File: src/inc/ssx_defs.svh
// Register offsets, field positions, reset values and timing counts of the serial core
`ifndef SSX_DEFS_SVH
`define SSX_DEFS_SVH
`define SSX_OFS_CTRL 8'h00
`define SSX_OFS_CMD 8'h04
`define SSX_OFS_RTS 8'h08
`define SSX_OFS_TXDATA 8'h0C
`define SSX_OFS_FIRST_SYNC_CHAR 8'h10
`define SSX_OFS_SECOND_SYNC_CHAR 8'h14
`define SSX_OFS_STATUS 8'h18
`define SSX_CTRL_RST 32'h0000_0000
`define SSX_CTRL_WMASK 32'h0F0D_7FFF
`define SSX_C_RXLEN 2:0
`define SSX_C_CFG 5:4
`define SSX_C_MODE 8:6
`define SSX_C_PAREN 9
`define SSX_C_PARODD 10
`define SSX_C_DIV32 11
`define SSX_C_SYNCLEN 14:12
`define SSX_C_TXEN 16
`define SSX_C_RXIEN 18
`define SSX_C_TXIEN 19
`define SSX_C_LDRXCHK 24
`define SSX_C_LDTXCHK 25
`define SSX_C_LDTXBUF 26
`define SSX_C_HOLDRD 27
`define SSX_K_RESET 0
`define SSX_K_CLRTX 1
`define SSX_K_CLRRX 2
`define SSX_K_CLRFLG 18
`define SSX_T_LEN 14:12
`define SSX_MODE0 3'h0
`define SSX_MODE1 3'h1
`define SSX_MODE2 3'h2
`define SSX_MODE3 3'h3
`define SSX_CFG_LSLAVE 2'h2
`define SSX_DIV_RELOAD 5'h1F
`define SSX_DIV_FIRST 5'h01
`define SSX_RX_FIRST 5'h0F
`define SSX_FLAG_PAT 8'h7E
`define SSX_CRC_POLY 16'h1021
`endif

File: src/inc/ssx_pkg.sv
// Types shared by the serial core
package ssx_pkg;
	typedef enum logic [1:0] {TX_IDLE, TX_WAIT, TX_RUN} ssx_tx_state_t;
endpackage : ssx_pkg

File: src/ssx_core.sv
// Serial transmit/receive core with an APB register slave
//
// Our own choices: the address map and register access over APB.
`timescale 1ns/100ps
`include "ssx_defs.svh"
// What this block does
// - Shift register loads from buffer or sync registers
// - Output shows shift low bit, loop slave retransmits
// - Bit counter loaded from source's own length
// - Serial transmit parity, appended when enabled except in mode 1
// - Mode 1 counts consecutive transmitted ones
// - One-cycle shift strobe per transmit clock fall
// - Divide-by-32: start second fall, then every 32nd
// - Request pin follows auto state or override bit
// - Reset or clear-transmit returns transmitter idle
// - Idle until enabled, finish last character
// - Receive sample every rise or every 32nd
// - Length copied to bit count at transfer
// - Receive parity checked except in mode 1
// - Transfer sets loaded flag, overrun if set
// - Comparator against first sync detects sync
// - Clear-receive resets mask, shifter, parity, flags
// - Init shifter marker zero signals completion
// - Low status bits switch on load flags
// - Interrupt pin low when enabled source active
// - Flag-clear write drops loaded and overrun flags
module ssx_core
	import ssx_pkg::*;
(
	input wire logic MCLK,
	input wire logic SYS_RST,
	input wire logic PSEL,
	input wire logic PENABLE,
	input wire logic PWRITE,
	input wire logic [7:0] PADDR,
	input wire logic [31:0] PWDATA,
	output logic [31:0] PRDATA,
	output logic PREADY,
	output logic PSLVERR,
	input wire logic TX_CLK_N,
	input wire logic RX_CLK,
	input wire logic CTS_N,
	input wire logic DSR_N,
	input wire logic SERIAL_IN,
	output logic SERIAL_OUT,
	output logic RTS_N,
	output logic INT_N
);
	// Character length from a 3-bit code: 2 to 9 bits
	function automatic logic [3:0] ssx_len(input logic [2:0] code);
		return {1'b0, code} + 4'h2;
	endfunction : ssx_len
	// One serial step of the check register
	function automatic logic [15:0] ssx_crc(input logic [15:0] c, input logic b);
		return {c[14:0], 1'b0} ^ ((c[15] ^ b) ? `SSX_CRC_POLY : 16'h0000);
	endfunction : ssx_crc
	// Receive shifter preset: marker zero at bit len-1, ones below
	function automatic logic [9:0] ssx_rx_init(input logic [3:0] len);
		logic [9:0] v;
		v = 10'h3FF;
		v[len - 4'h1] = 1'b0;
		return v;
	endfunction : ssx_rx_init

	// Pin synchronisers; first stage is read only by the second
	logic [4:0] meta_q; // First stage
	logic [4:0] sync_q; // Second stage, safe to use
	logic [1:0] edge_q; // Previous line clock levels
	always_ff @(posedge MCLK) begin
		meta_q <= {SERIAL_IN, DSR_N, CTS_N, RX_CLK, TX_CLK_N};
		sync_q <= meta_q;
		edge_q <= sync_q[1:0];
	end
	wire tx_clk_s = sync_q[0];
	wire rx_clk_s = sync_q[1];
	wire cts_act = ~sync_q[2]; // Clear-to-send, active high inside
	wire dsr_act = ~sync_q[3];
	wire serial_in = sync_q[4];
	wire tx_fall = edge_q[0] & ~tx_clk_s;
	wire rx_rise = ~edge_q[1] & rx_clk_s;

	// Software-visible state
	logic [31:0] ctrl_q; // Control register
	logic [8:0] first_sync_char;
	logic [8:0] second_sync_char;
	logic [8:0] tx_data_buffer;
	logic [2:0] tx_char_length; // Length code of the pending buffer load
	logic tx_buf_empty_q; // Buffer has been taken by the shifter
	logic rts_ovr_q; // Override bit addressed
	logic rts_val_q; // Level written to the override bit

	// APB decode
	wire acc = PSEL & PENABLE & PREADY; // Completing edge
	wire wr = acc & PWRITE;
	wire wr_ctrl = wr & (PADDR == `SSX_OFS_CTRL);
	wire wr_cmd = wr & (PADDR == `SSX_OFS_CMD);
	wire wr_rts = wr & (PADDR == `SSX_OFS_RTS);
	wire wr_txd = wr & (PADDR == `SSX_OFS_TXDATA);
	wire wr_s1 = wr & (PADDR == `SSX_OFS_FIRST_SYNC_CHAR);
	wire wr_s2 = wr & (PADDR == `SSX_OFS_SECOND_SYNC_CHAR);
	wire mapped = (PADDR[1:0] == 2'h0) && (PADDR <= `SSX_OFS_STATUS);
	wire reset_cmd = wr_cmd & PWDATA[`SSX_K_RESET];
	wire clear_tx_cmd = reset_cmd | (wr_cmd & PWDATA[`SSX_K_CLRTX]);
	wire clear_rx_cmd = reset_cmd | (wr_cmd & PWDATA[`SSX_K_CLRRX]);
	wire clr_flags = wr_cmd & PWDATA[`SSX_K_CLRFLG];

	// Control fields
	wire [2:0] mode = ctrl_q[`SSX_C_MODE];
	wire mode1 = (mode == `SSX_MODE1);
	wire par_en = ctrl_q[`SSX_C_PAREN] & ~mode1;
	wire par_odd = ctrl_q[`SSX_C_PARODD];
	wire div32_select = ctrl_q[`SSX_C_DIV32];
	wire tx_enable_bit = ctrl_q[`SSX_C_TXEN];

	// Transmitter state
	ssx_tx_state_t tx_state_q;
	logic [8:0] tx_shift_reg;
	logic [3:0] tx_bit_counter; // Bits still to go after the current one
	logic tx_parity_acc;
	logic tx_par_pend_q; // Parity bit still owed for this character
	logic [2:0] tx_ones_counter;
	logic [4:0] tx_div_q; // Divide-by-32 pacing count
	logic cts_prev_q;
	logic [15:0] tx_check_reg;
	logic serial_out_q;
	logic rts_n_q;
	logic loop_synced_q; // Mode 1 loop slave has seen a flag

	// Strobe pacing: plain falls unless divided with clear-to-send up
	wire div_on = div32_select & cts_act;
	wire tx_shift_strobe = tx_fall & (~div_on | (tx_div_q == 5'h00));
	wire auto_send_request = (tx_state_q != TX_IDLE);
	wire at_boundary = (tx_bit_counter == 4'h0) & ~tx_par_pend_q;
	wire tx_shift_low_bit = tx_shift_reg[0];
	wire [8:0] sync_src = (mode == `SSX_MODE3) ? first_sync_char : second_sync_char;
	wire loop_through = mode1 & (ctrl_q[`SSX_C_CFG] == `SSX_CFG_LSLAVE) & ~loop_synced_q;

	// Divider: armed when clear-to-send rises while the clock is high
	always_ff @(posedge MCLK) begin
		cts_prev_q <= cts_act;
		if (SYS_RST) begin
			tx_div_q <= `SSX_DIV_FIRST;
		end else if (cts_act & ~cts_prev_q & tx_clk_s) begin
			tx_div_q <= `SSX_DIV_FIRST; // First strobe on second fall
		end else if (tx_fall & div_on) begin
			tx_div_q <= (tx_div_q == 5'h00) ? `SSX_DIV_RELOAD : tx_div_q - 5'h01;
		end
	end

	// Request pin retimed to the transmit clock fall; override bits taken at the write
	always_ff @(posedge MCLK) begin
		if (SYS_RST | clear_tx_cmd) begin
			rts_ovr_q <= 1'b0;
			rts_val_q <= 1'b0;
			rts_n_q <= 1'b1;
		end else begin
			if (wr_rts) begin
				rts_ovr_q <= 1'b1;
				rts_val_q <= PWDATA[0];
			end
			if (tx_fall) begin
				rts_n_q <= ~(rts_ovr_q ? rts_val_q : auto_send_request);
			end
		end
	end

	// Buffer load and empty flag; the shifter taking it wins over a late write
	wire take_buf = (tx_state_q == TX_RUN) & tx_shift_strobe & at_boundary & ~tx_buf_empty_q;
	always_ff @(posedge MCLK) begin
		if (SYS_RST | clear_tx_cmd) begin
			tx_buf_empty_q <= 1'b1;
		end else if (take_buf) begin
			tx_buf_empty_q <= 1'b1;
		end else if (wr_txd) begin
			tx_buf_empty_q <= 1'b0;
		end
		if (SYS_RST) begin
			tx_data_buffer <= 9'h000;
			tx_char_length <= 3'h0;
		end else if (wr_txd) begin
			tx_data_buffer <= PWDATA[8:0];
			tx_char_length <= PWDATA[`SSX_T_LEN]; // Own length per load
		end
	end

	// Transmit sequencer
	always_ff @(posedge MCLK) begin
		if (SYS_RST | clear_tx_cmd) begin
			tx_state_q <= TX_IDLE;
			tx_shift_reg <= 9'h1FF;
			tx_bit_counter <= 4'h0;
			tx_parity_acc <= 1'b0;
			tx_par_pend_q <= 1'b0;
			tx_ones_counter <= 3'h0;
			tx_check_reg <= 16'h0000;
			serial_out_q <= 1'b1;
		end else begin
			unique case (tx_state_q)
				TX_IDLE: begin
					if (tx_enable_bit) begin
						tx_state_q <= TX_WAIT;
					end
				end
				TX_WAIT: begin
					if (!tx_enable_bit) begin
						tx_state_q <= TX_IDLE;
					end else if (cts_act) begin
						tx_state_q <= TX_RUN;
					end
				end
				TX_RUN: begin
					if (tx_shift_strobe) begin
						if (!at_boundary && tx_bit_counter != 4'h0) begin
							// Next data bit of the character
							serial_out_q <= tx_shift_low_bit;
							tx_shift_reg <= {1'b1, tx_shift_reg[8:1]};
							tx_bit_counter <= tx_bit_counter - 4'h1;
							tx_parity_acc <= tx_parity_acc ^ tx_shift_low_bit;
							tx_check_reg <= ssx_crc(tx_check_reg, tx_shift_low_bit);
							if (mode1) begin
								tx_ones_counter <= tx_shift_low_bit ?
									((tx_ones_counter == 3'h7) ? 3'h7 : tx_ones_counter + 3'h1) :
									3'h0;
							end
						end else if (tx_par_pend_q) begin
							serial_out_q <= tx_parity_acc ^ par_odd;
							tx_par_pend_q <= 1'b0;
						end else if (!tx_buf_empty_q) begin
							// Buffer character, first bit goes out now
							serial_out_q <= tx_data_buffer[0];
							tx_shift_reg <= {1'b1, tx_data_buffer[8:1]};
							tx_bit_counter <= ssx_len(tx_char_length) - 4'h1;
							tx_parity_acc <= tx_data_buffer[0];
							tx_par_pend_q <= par_en;
							tx_check_reg <= ssx_crc(tx_check_reg, tx_data_buffer[0]);
						end else if (!tx_enable_bit) begin
							serial_out_q <= 1'b1; // Last character done
							tx_state_q <= TX_IDLE;
						end else begin
							// Fill with a sync character, never with parity
							serial_out_q <= sync_src[0];
							tx_shift_reg <= {1'b1, sync_src[8:1]};
							tx_bit_counter <= ssx_len(ctrl_q[`SSX_C_SYNCLEN]) - 4'h1;
							tx_par_pend_q <= 1'b0;
							tx_ones_counter <= 3'h0;
						end
					end
				end
			endcase
		end
	end

	// Serial output; loop slave passes the line through until synchronised
	logic serial_pin_q;
	always_ff @(posedge MCLK) begin
		if (SYS_RST) begin
			serial_pin_q <= 1'b1;
		end else begin
			serial_pin_q <= loop_through ? serial_in : serial_out_q;
		end
	end

	// Receiver state
	logic [9:0] rx_shift_reg;
	logic [8:0] rx_data_buffer;
	logic [8:0] rx_holding_reg;
	logic [8:0] rx_char_q; // Character waiting for its parity bit
	logic [2:0] rx_bit_count; // Length in force for the character in assembly
	logic rx_par_q;
	logic rx_par_phase_q;
	logic rx_buffer_loaded;
	logic rx_overrun_flag;
	logic rx_parity_error;
	logic [7:0] rx_mask_q; // Mode 1 flag hunter
	logic rx_synced_q;
	logic rx_one_sync_q; // Mode 3 has seen one sync so far
	logic rx_flag_seen_q;
	logic [4:0] rx_div_q;
	logic [15:0] rx_check_reg;

	// Sample strobe: each rise, or every 32nd starting at the 16th
	wire rx_sample_strobe = rx_rise & (~div32_select | (rx_div_q == 5'h00));
	always_ff @(posedge MCLK) begin
		if (SYS_RST | clear_rx_cmd) begin
			rx_div_q <= `SSX_RX_FIRST;
		end else if (rx_rise & div32_select) begin
			rx_div_q <= (rx_div_q == 5'h00) ? `SSX_DIV_RELOAD : rx_div_q - 5'h01;
		end
	end

	// Assembly arithmetic
	wire [3:0] rx_len = ssx_len(rx_bit_count);
	wire [9:0] rx_next = {serial_in, rx_shift_reg[9:1]};
	wire rx_done = rx_sample_strobe & ~rx_par_phase_q & ~rx_shift_reg[0];
	wire [9:0] rx_just = rx_next >> (4'hA - rx_len);
	wire [8:0] rx_word = rx_just[8:0];
	wire [8:0] len_mask = 9'h1FF >> (4'h9 - rx_len);
	wire sync_match = ((rx_word ^ first_sync_char) & len_mask) == 9'h000;
	wire [7:0] mask_next = {serial_in, rx_mask_q[7:1]};
	wire flag_hit = mode1 & rx_sample_strobe & (mask_next == `SSX_FLAG_PAT);
	wire hunting = ~rx_synced_q & (mode == `SSX_MODE2 || mode == `SSX_MODE3 || mode1);
	wire par_bad = serial_in ^ rx_par_q ^ par_odd;
	wire xfer_direct = rx_done & ~par_en & ~hunting;
	wire xfer_par = rx_sample_strobe & rx_par_phase_q;
	wire xfer = xfer_direct | xfer_par;
	wire [8:0] xfer_word = rx_par_phase_q ? rx_char_q : rx_word;

	// Shifter, parity, hunt and transfer
	always_ff @(posedge MCLK) begin
		if (SYS_RST | clear_rx_cmd) begin
			rx_mask_q <= 8'hFF;
			rx_shift_reg <= ssx_rx_init(ssx_len(ctrl_q[`SSX_C_RXLEN]));
			rx_bit_count <= ctrl_q[`SSX_C_RXLEN];
			rx_par_q <= 1'b0;
			rx_par_phase_q <= 1'b0;
			rx_synced_q <= 1'b0;
			rx_one_sync_q <= 1'b0;
			rx_char_q <= 9'h000;
			rx_check_reg <= 16'h0000;
		end else begin
			if (rx_sample_strobe) begin
				rx_mask_q <= mask_next;
				if (!rx_par_phase_q) begin
					rx_check_reg <= ssx_crc(rx_check_reg, serial_in);
				end
			end
			if (flag_hit) begin
				rx_synced_q <= 1'b1; // Frame opens, restart assembly
				rx_shift_reg <= ssx_rx_init(rx_len);
				rx_par_q <= 1'b0;
			end else if (rx_done) begin
				rx_shift_reg <= ssx_rx_init(ssx_len(ctrl_q[`SSX_C_RXLEN]));
				rx_par_q <= 1'b0;
				if (hunting) begin
					// Sync hunt in modes 2 and 3; mode 3 needs two in a row
					if (!mode1 && sync_match && (mode == `SSX_MODE2 || rx_one_sync_q)) begin
						rx_synced_q <= 1'b1;
					end
					rx_one_sync_q <= sync_match & ~mode1;
				end else if (par_en) begin
					rx_par_phase_q <= 1'b1;
					rx_char_q <= rx_word;
					rx_par_q <= rx_par_q ^ serial_in;
				end
			end else if (rx_sample_strobe && rx_par_phase_q) begin
				rx_par_phase_q <= 1'b0;
				// Checker starts from zero again, else parity leaks into the next character
				rx_par_q <= 1'b0;
			end else if (rx_sample_strobe) begin
				rx_shift_reg <= rx_next;
				rx_par_q <= rx_par_q ^ (serial_in & ~mode1);
			end
			if (xfer) begin
				rx_bit_count <= ctrl_q[`SSX_C_RXLEN];
			end
		end
	end

	// Receive buffer, holding copy and flags; set wins over clear
	always_ff @(posedge MCLK) begin
		if (SYS_RST | clear_rx_cmd) begin
			rx_buffer_loaded <= 1'b0;
			rx_overrun_flag <= 1'b0;
			rx_parity_error <= 1'b0;
			rx_flag_seen_q <= 1'b0;
			rx_data_buffer <= 9'h000;
			rx_holding_reg <= 9'h000;
		end else begin
			if (xfer) begin
				rx_holding_reg <= rx_data_buffer;
				rx_data_buffer <= xfer_word;
				rx_buffer_loaded <= 1'b1;
				rx_overrun_flag <= rx_buffer_loaded | (rx_overrun_flag & ~clr_flags);
				rx_parity_error <= xfer_par & par_bad;
			end else if (clr_flags) begin
				rx_buffer_loaded <= 1'b0;
				rx_overrun_flag <= 1'b0;
			end
			if (flag_hit) begin
				rx_flag_seen_q <= 1'b1;
			end else if (clr_flags) begin
				rx_flag_seen_q <= 1'b0;
			end
		end
	end

	// Loop slave leaves pass-through once a flag has been seen
	always_ff @(posedge MCLK) begin
		if (SYS_RST | clear_tx_cmd | clear_rx_cmd) begin
			loop_synced_q <= 1'b0;
		end else if (flag_hit) begin
			loop_synced_q <= 1'b1;
		end
	end

	// Interrupt sources and status word
	wire rx_int = rx_buffer_loaded & ctrl_q[`SSX_C_RXIEN];
	wire tx_int = tx_buf_empty_q & tx_enable_bit & ctrl_q[`SSX_C_TXIEN];
	wire int_any = rx_int | tx_int;
	wire any_flag = |ctrl_q[`SSX_C_HOLDRD:`SSX_C_LDRXCHK];
	wire err9 = mode1 ? rx_flag_seen_q : (rx_overrun_flag | rx_parity_error);
	wire [15:0] low_norm = {serial_in, 3'h0, rx_overrun_flag, rx_parity_error & ~mode1, err9,
		rx_data_buffer};
	// Low half switches with the load flags, first one set wins
	wire [15:0] low_sel = ctrl_q[`SSX_C_LDRXCHK] ? rx_check_reg :
		(ctrl_q[`SSX_C_LDTXCHK] | ctrl_q[`SSX_C_LDTXBUF]) ? tx_check_reg :
		ctrl_q[`SSX_C_HOLDRD] ? {7'h00, rx_holding_reg} : low_norm;
	wire [31:0] status = {int_any, any_flag, 1'b0, cts_act, dsr_act, auto_send_request, 3'h0,
		tx_buf_empty_q, rx_buffer_loaded, 3'h0, tx_int, rx_int, low_sel};
	wire [31:0] rd_mux = (PADDR == `SSX_OFS_CTRL) ? ctrl_q :
		(PADDR == `SSX_OFS_RTS) ? {30'h0, rts_val_q, rts_ovr_q} :
		(PADDR == `SSX_OFS_TXDATA) ? {31'h0, tx_buf_empty_q} :
		(PADDR == `SSX_OFS_FIRST_SYNC_CHAR) ? {23'h0, first_sync_char} :
		(PADDR == `SSX_OFS_SECOND_SYNC_CHAR) ? {23'h0, second_sync_char} :
		(PADDR == `SSX_OFS_STATUS) ? status : 32'h0000_0000;

	// APB slave: one wait state, registered answer
	always_ff @(posedge MCLK) begin
		if (SYS_RST) begin
			PREADY <= 1'b0;
			PSLVERR <= 1'b0;
			PRDATA <= 32'h0000_0000;
		end else begin
			PREADY <= PSEL & PENABLE & ~PREADY;
			PSLVERR <= PSEL & PENABLE & ~PREADY & ~mapped;
			PRDATA <= (PSEL & PENABLE & ~PREADY & ~PWRITE) ? rd_mux : 32'h0000_0000;
		end
	end

	// Writable registers
	always_ff @(posedge MCLK) begin
		if (SYS_RST) begin
			ctrl_q <= `SSX_CTRL_RST;
			first_sync_char <= 9'h000;
			second_sync_char <= 9'h000;
		end else begin
			if (wr_ctrl) begin
				ctrl_q <= PWDATA & `SSX_CTRL_WMASK;
			end
			if (wr_s1) begin
				first_sync_char <= PWDATA[8:0];
			end
			if (wr_s2) begin
				second_sync_char <= PWDATA[8:0];
			end
		end
	end

	// Pin outputs, interrupt pin active low
	always_ff @(posedge MCLK) begin
		if (SYS_RST) begin
			INT_N <= 1'b1;
		end else begin
			INT_N <= ~int_any;
		end
	end
	assign SERIAL_OUT = serial_pin_q;
	assign RTS_N = rts_n_q;
endmodule : ssx_core

File: config.mk
export PLATFORM = sky130hd
export DESIGN_NAME = ssx_core
export DESIGN_NICKNAME = d
export VERILOG_FILES = /design/src/inc/ssx_pkg.sv /design/src/ssx_core.sv
export VERILOG_INCLUDE_DIRS = /design/src /design/src/inc
export SDC_FILE = /design/constraint.sdc
export NUM_CORES = 1
export LEC_CHECK = 0
export BUFFER_PORTS_ARGS = -buffer_cell sky130_fd_sc_hd__buf_2
export CAP_MARGIN = 30
export CORE_ASPECT_RATIO = 0.7
export CORE_MARGIN = 3
export CORE_UTILIZATION = 50
export DETAILED_ROUTE_END_ITERATION = 10
export MAX_ROUTING_LAYER = met4
export PLACE_DENSITY = 0.77
export SYNTH_ARGS = -nofsm -noshare
export SYNTH_HDL_FRONTEND = slang
export SYNTH_SLANG_ARGS = --single-unit
File: constraint.sdc
create_clock -name MCLK -period 4.42 [get_ports MCLK]
set_clock_uncertainty 0.2 [all_clocks]
set_input_delay 1.105 -clock MCLK [delete_from_list [all_inputs] [get_ports MCLK]]
set_output_delay 1.105 -clock MCLK [all_outputs]
set_load 0.02 [all_outputs]
Word-level counts from Yosys, hierarchy flattened
Index checks and enable logic that the tools add are counted.

word-level totals
  register bits = 222
  input bits = 50
  output and inout bits = 37
  logic and storage cells = 316

operators by class
  add/subtract/negate cells = 13
  $lt $le $gt $ge = 5
  eq/ne operators = 26
  shift operators = 2
  mux-type cells = 76
  bitwise operators = 101
  reduce and logical (&&, ||, !) cells = 48

operator list
  cell                                                        number
  two-way mux 28 bit                                          6
  two-way mux 16 bit                                          6
  two-way mux 9 bit                                           6
  two-way mux 10 bit                                          5
  bitwise AND 1 bit                                           48
  bitwise XOR 16 x 13 -> 16 bit                               3
  two-way mux 13 bit                                          3
  two-way mux 1 bit                                           31
  inverter 1 bit                                              26
  == test 8 x 5 -> 1 bit, second input constant               3
  inverter 10 bit                                             2
  subtractor 4 x 1 -> 4 bit, second input constant            5
  adder 3 x 2 -> 4 bit, second input constant                 4
  == test 8 x 4 -> 1 bit, second input constant               2
  two-way mux 2 bit                                           8
  two-way mux 4 bit                                           4
  != test 2 bit, second input constant                        8
  AND reduction 4 bit                                         4
  nonzero test 2 bit                                          8
  bitwise OR 1 bit                                            12
  zero test 5 bit                                             2
  less-than comparator 4 x 5 -> 1 bit, second input constant  2
  two-way mux 5 bit                                           2
  right shift 10 x 4 -> 9 bit                                 1
  37 further kinds                                            70

Depth between registers and ports, before layout
  depth after elaboration = 12
  mapped depth = 12
  gate-level depth less buffers = 9

Worst setup path after synthesis
Ideal clock, no wire load.

  kind = register to register
  start = register rx_bit_count[0]
  end = register rx_one_sync_q
  library setup time = 0.087 ns
  arrival = 3.171 ns
  data required time = 4.133 ns
  path slack = 0.962 ns
  cell stages (with the launch flop) = 12
  buffers on the path = 2
  period minus slack after synthesis = 3.458 ns
  cells stage by stage = edfxtp_1 buf_6 inv_1 ha_1 buf_2 nand2b_1 mux2_2 a211oi_2 mux2i_1 or4_1 or3_1 o31ai_1

on the way
  longest elaborated chain between the ends = 7
  elaborated cells between the ends (all ways) = 9
  those cells by class = add/sub (3); shift (2); bitwise (3); reduce/logical (1)

ends and longest elaborated chain
  what                         line             RTL
  from (decl)                  ssx_core.sv:268  logic [2:0] rx_bit_count;
  from (signal assigned)       ssx_core.sv:313  rx_bit_count <= ctrl_q[`SSX_C_RXLEN];
  from (signal assigned)       ssx_core.sv:354  rx_bit_count <= ctrl_q[`SSX_C_RXLEN];
  adder 3 x 2 -> 4 bit *       ssx_core.sv:51   return {1'b0, code} + 4'h2;
  subtractor 4 bit             ssx_core.sv:295  wire [9:0] rx_just = rx_next >> (4'hA - rx_len);
  right shift 10 x 4 -> 9 bit  ssx_core.sv:295
  bitwise XOR 9 bit            ssx_core.sv:298  wire sync_match = ((rx_word ^ first_sync_char) & len_mask) == 9'h000;
  bitwise AND 9 bit *          ssx_core.sv:298
  zero test 9 bit *            ssx_core.sv:298
  bitwise AND 1 bit *          ssx_core.sv:339  rx_one_sync_q <= sync_match & ~mode1;
  to (signal assigned)         ssx_core.sv:339
  to (decl)                    ssx_core.sv:276  logic rx_one_sync_q;

Mark *: on every way between the ends. The rest lies on a longest branch, timed or not.
A chain may end at the register's enable or synchronous reset.

Worst setup path in the final report
  start = register rx_bit_count[1]
  end = register rx_one_sync_q

The elaborated chain is that of the path after synthesis.

==> impl_summary.md <==
Worst setup path
In this run the worst path has a maximum fanout of 12. The kind of start point of the critical path is a register. The critical path is of the reg -> reg type. Data on the critical path is required at its endpoint by 4640 ps.

The cell family with the largest share of critical-path delay is simple AND/OR/NAND/NOR gates. The cell occurring most often along the worst timing path is sky130_fd_sc_hd__mux2i_1. STA classifies the critical path endpoint as a register. The start point of the critical path is rx_bit_count[1]. The delay of the slowest critical-path stage is 640 ps.

The arrival time reported for the critical path endpoint is 4070 ps. The largest individual stage delay along the critical path comes from the cell sky130_fd_sc_hd__ha_1. The signal on the critical path passes through inv_1 -> ha_1 -> mux2i_1 -> mux2_2 -> a211oi_2 -> mux2i_1 -> or4_1 -> or3_1 -> o31ai_1. The critical path buffer and inverter count is 1. The worst flop-to-flop path startpoint is rx_bit_count[1].

Power
The analysis attributes to net switching a power of 0.00100 W. The maximum vdd drop is 233 µV. The fraction of power spent switching nets is 0.234. The internal power of the cells totals 0.00327 W. Power spread over the standard cell area amounts to 377 mW/mm².

The share of total power dissipated in the clock network is 0.454. The combinational cell fraction of total power is 0.072. The leakage power is 4.40 nW. The share of total power dissipated in sequential elements is 0.475.

Logic synthesis
The dominant cell by count in the synthesized netlist is sky130_fd_sc_hd__nand2_1. Dividing the synthesized area by the synthesized cell count gives 8.31 µm². The number of synthesized register bits is 217. Counting instances in the post-synthesis netlist gives the leading cell types as 235 x sky130_fd_sc_hd__nand2_1, 204 x sky130_fd_sc_hd__dfxtp_1, 147 x sky130_fd_sc_hd__a21oi_1.

Of the post-synthesis cell area, the dominant cell type holds 0.406. In the synthesized netlist the dominant register cell turns out to be sky130_fd_sc_hd__dfxtp_1. For this run, the number of Yosys warnings is 0.

The number of flops mapped to enable cells by yosys is 13. In this run, distinct cell masters in the synthesized netlist total 68. The post-synthesis sequential area ratio is 0.445. The post-synth design cell area is 0.0101 mm². Ranked by total cell area, the synthesized netlist is headed by sky130_fd_sc_hd__dfxtp_1 41%, sky130_fd_sc_hd__nand2_1 8.8%, sky130_fd_sc_hd__a21oi_1 7.3%, sky130_fd_sc_hd__mux2i_1 6.5%, sky130_fd_sc_hd__nor2_1 4.0%. sky130_fd_sc_hd__dfxtp_1 takes more of the synthesized area than any other cell. Of all flip-flops after synthesis, the portion carrying an async set or reset was 0.

The synthesized instance count is 1,209.

CTS
The number of buffers created by CTS is 22. The count of cells resized by post-cts repair is 0. The clock slew at the register clock pins of the worst setup and hold paths is 60 ps. The tree built by TritonCTS fans out to 217 sinks.

CTS built an H-tree with a depth of 1. The deepest clock path buffer count is 3. In this run, post-CTS hold repair placed 0 buffers. The latest clock arrival within the worst-skew pair is 510 ps. Once the clock tree was built, the setup fixing pass inserted 0 buffers.

TritonCTS built the clock tree. CTS placed an instance of sky130_fd_sc_hd__clkbuf_16 at the clock tree root.

GRT
The via count of the first global-routing pass was 7,882. The overall routing resource usage is 0.248. The overall overflow remaining after global route is 0.

Entering global routing, the biggest net connects 59 pins. The number of antenna violations at the first check in global routing is 1. The first global-routing pass estimated 43,000 µm of wire.

Final layout
In the final layout, the registers with the most flip-flops are PRDATA: 29 flops, ctrl_q: 22 flops. The net count of the finished layout is 1,311. The register with the most flip-flops in the layout has 29 of them. The largest register by flop count is PRDATA. The share of cells above drive strength 1 is 0.119. The area growth from synthesis to layout is 12.7%.

Drt
The overall via count from detail_route is 8,787. Summed over all layers, the routed wires come to 27,100 µm. Once detail routing completed, the nets flagged for antenna violations numbered 0. The pre-antenna-repair detailed-routing pass consisted of 5 iterations.

The via-per-instance ratio is 5.78. The violation count after the first detailed-route iteration is 1,053. In the final routed layout, each cell accounts on average for 17.8 µm.

For this run, design rule violations remaining after detail routing come to 0.

Job
The tool flagged a number of max-cap violations equal to 0.

Placement
The total of buffers placed on input and output ports is 73. After legalization and detailed placement, the total HPWL measured 19,100 µm. OpenSTA, run right after detailed placement, puts the worst setup slack at 599 ps. The placer congestion estimate is 0.946.

Timing
The total negative setup slack is 0 ps. At the pin with the least slew margin, the transition time is 1020 ps. Based on the critical path, the design can be clocked at up to 260 MHz. Setup repair after global routing left no endpoint under its margin. Measured against its own limit, the worst slew margin works out to 0.320. Setup violations remaining at the end of the flow were counted as 0.

The final count of hold timing violations is 0. The number of max-slew violations in the final report is 0. In the finished design, the share of the clock period the worst path needs comes to 0.870. The time the worst path needs with I/O delays and setup is 3850 ps.

Across all setup checks in the final design, the least slack found is 573 ps.

Die
The top-level port count is 87. The total core area is 0.0193 mm². The number of standard-cell rows in the floorplan is 42. The die boundary height is 125 µm. The horizontal die dimension is 175 µm. The die footprint is 0.0219 mm². For this configuration, the core starts out at a cell density of 0.521.

Min path
The path class of the tightest hold or removal check is reg -> reg. The startpoint identified for the worst hold timing path is meta_q[4].

Run status
The run finished with clean final reports.
==> layout make-up <==
cell class / instances / area [µm²]
Clock inverter: 9 / 101
Antenna cell: 1 / 2.50
Fill cell: 1703 / 7960
Clock buffer: 30 / 653
Sequential cell: 217 / 4470
Tap cell: 264 / 330
Timing Repair Buffer: 92 / 515
Multi-Input combinational cell: 886 / 5170
Inverter: 22 / 82.6
==> stage by stage <==
step / power, W / instances / instance area, µm² / hold slack (ps) / util
finish: 0.00427 / 1521 / 11300 / 130 / 0.587
detailed placement: 0.00237 / 1480 / 10600 / 114 / 0.548
global placement: 0.00236 / 1479 / 10500 / 111 / 0.547
floorplan: 0.00227 / 1211 / 10100 / 110 / -
CTS: 0.00429 / 1519 / 11300 / 129 / 0.587
global route: 0.00440 / 1521 / 11300 / 141 / 0.587
==> metal layers <==
layer / wire (µm) / vias up / GRT usage
li1: - / 4259 / -
met1: 12700 / 4124 / 0.377
met2: 11300 / 367 / 0.338
met3: 2630 / 37 / 0.0524
met4: 494 / 0 / 0.0493
met5: 0 / - / -
==> logic make-up (layout without fill, tap and decap cells) <==
family | count (synthesis) | after routing | share of synthesized area
and+or+nand+nor | 465 | 465 | 0.203
muxes | 72 | 72 | 0.0782
buffers and inverters | 108 | 153 | 0.0432
xor gates and xnor gates | 27 | 27 | 0.0235
DFF | 217 | 217 | 0.445
adders and majority gates | 20 | 20 | 0.0249
AOI/OAI and AO/OA | 299 | 299 | 0.181
other | 1 | 4 | 0.000373
==> placed cells by master, fill, tap and decap left out, types with 20 or more instances in the layout <==
master,netlist,final
sky130_fd_sc_hd__a21oi_1,147,147
sky130_fd_sc_hd__ha_1,20,20
sky130_fd_sc_hd__nand3_1,21,21
sky130_fd_sc_hd__a211oi_1,32,32
sky130_fd_sc_hd__nand2_1,235,235
sky130_fd_sc_hd__mux2i_1,65,65
sky130_fd_sc_hd__clkbuf_16,0,24
sky130_fd_sc_hd__o21ai_0,37,37
sky130_fd_sc_hd__dfxtp_1,204,204
sky130_fd_sc_hd__nor2_1,108,107
sky130_fd_sc_hd__buf_2,2,73
sky130_fd_sc_hd__inv_1,22,22
==> path summary, 6_finish.rpt <==
path                   endpoint  slack [ps]  depth (start not counted)
setup / recovery  rx_one_sync_q         570                          9
hold / removal        sync_q[4]         130                          0
setup reg to reg  rx_one_sync_q         570                          9
hold reg to reg       sync_q[4]         130                          0
==> power groups by stage <==
stage | sequential [W] | combinational, W | clock (W)
3_3_place_gp | 0.00207 | 0.000292 | 0
6_report | 0.00203 | 0.000307 | 0.00194
2_1_floorplan | 0.00207 | 0.000208 | 0
5_1_grt | 0.00203 | 0.000333 | 0.00204
3_5_place_dp | 0.00207 | 0.000298 | 0
4_1_cts | 0.00203 | 0.000300 | 0.00196
(Power assumes the default switching activity.)
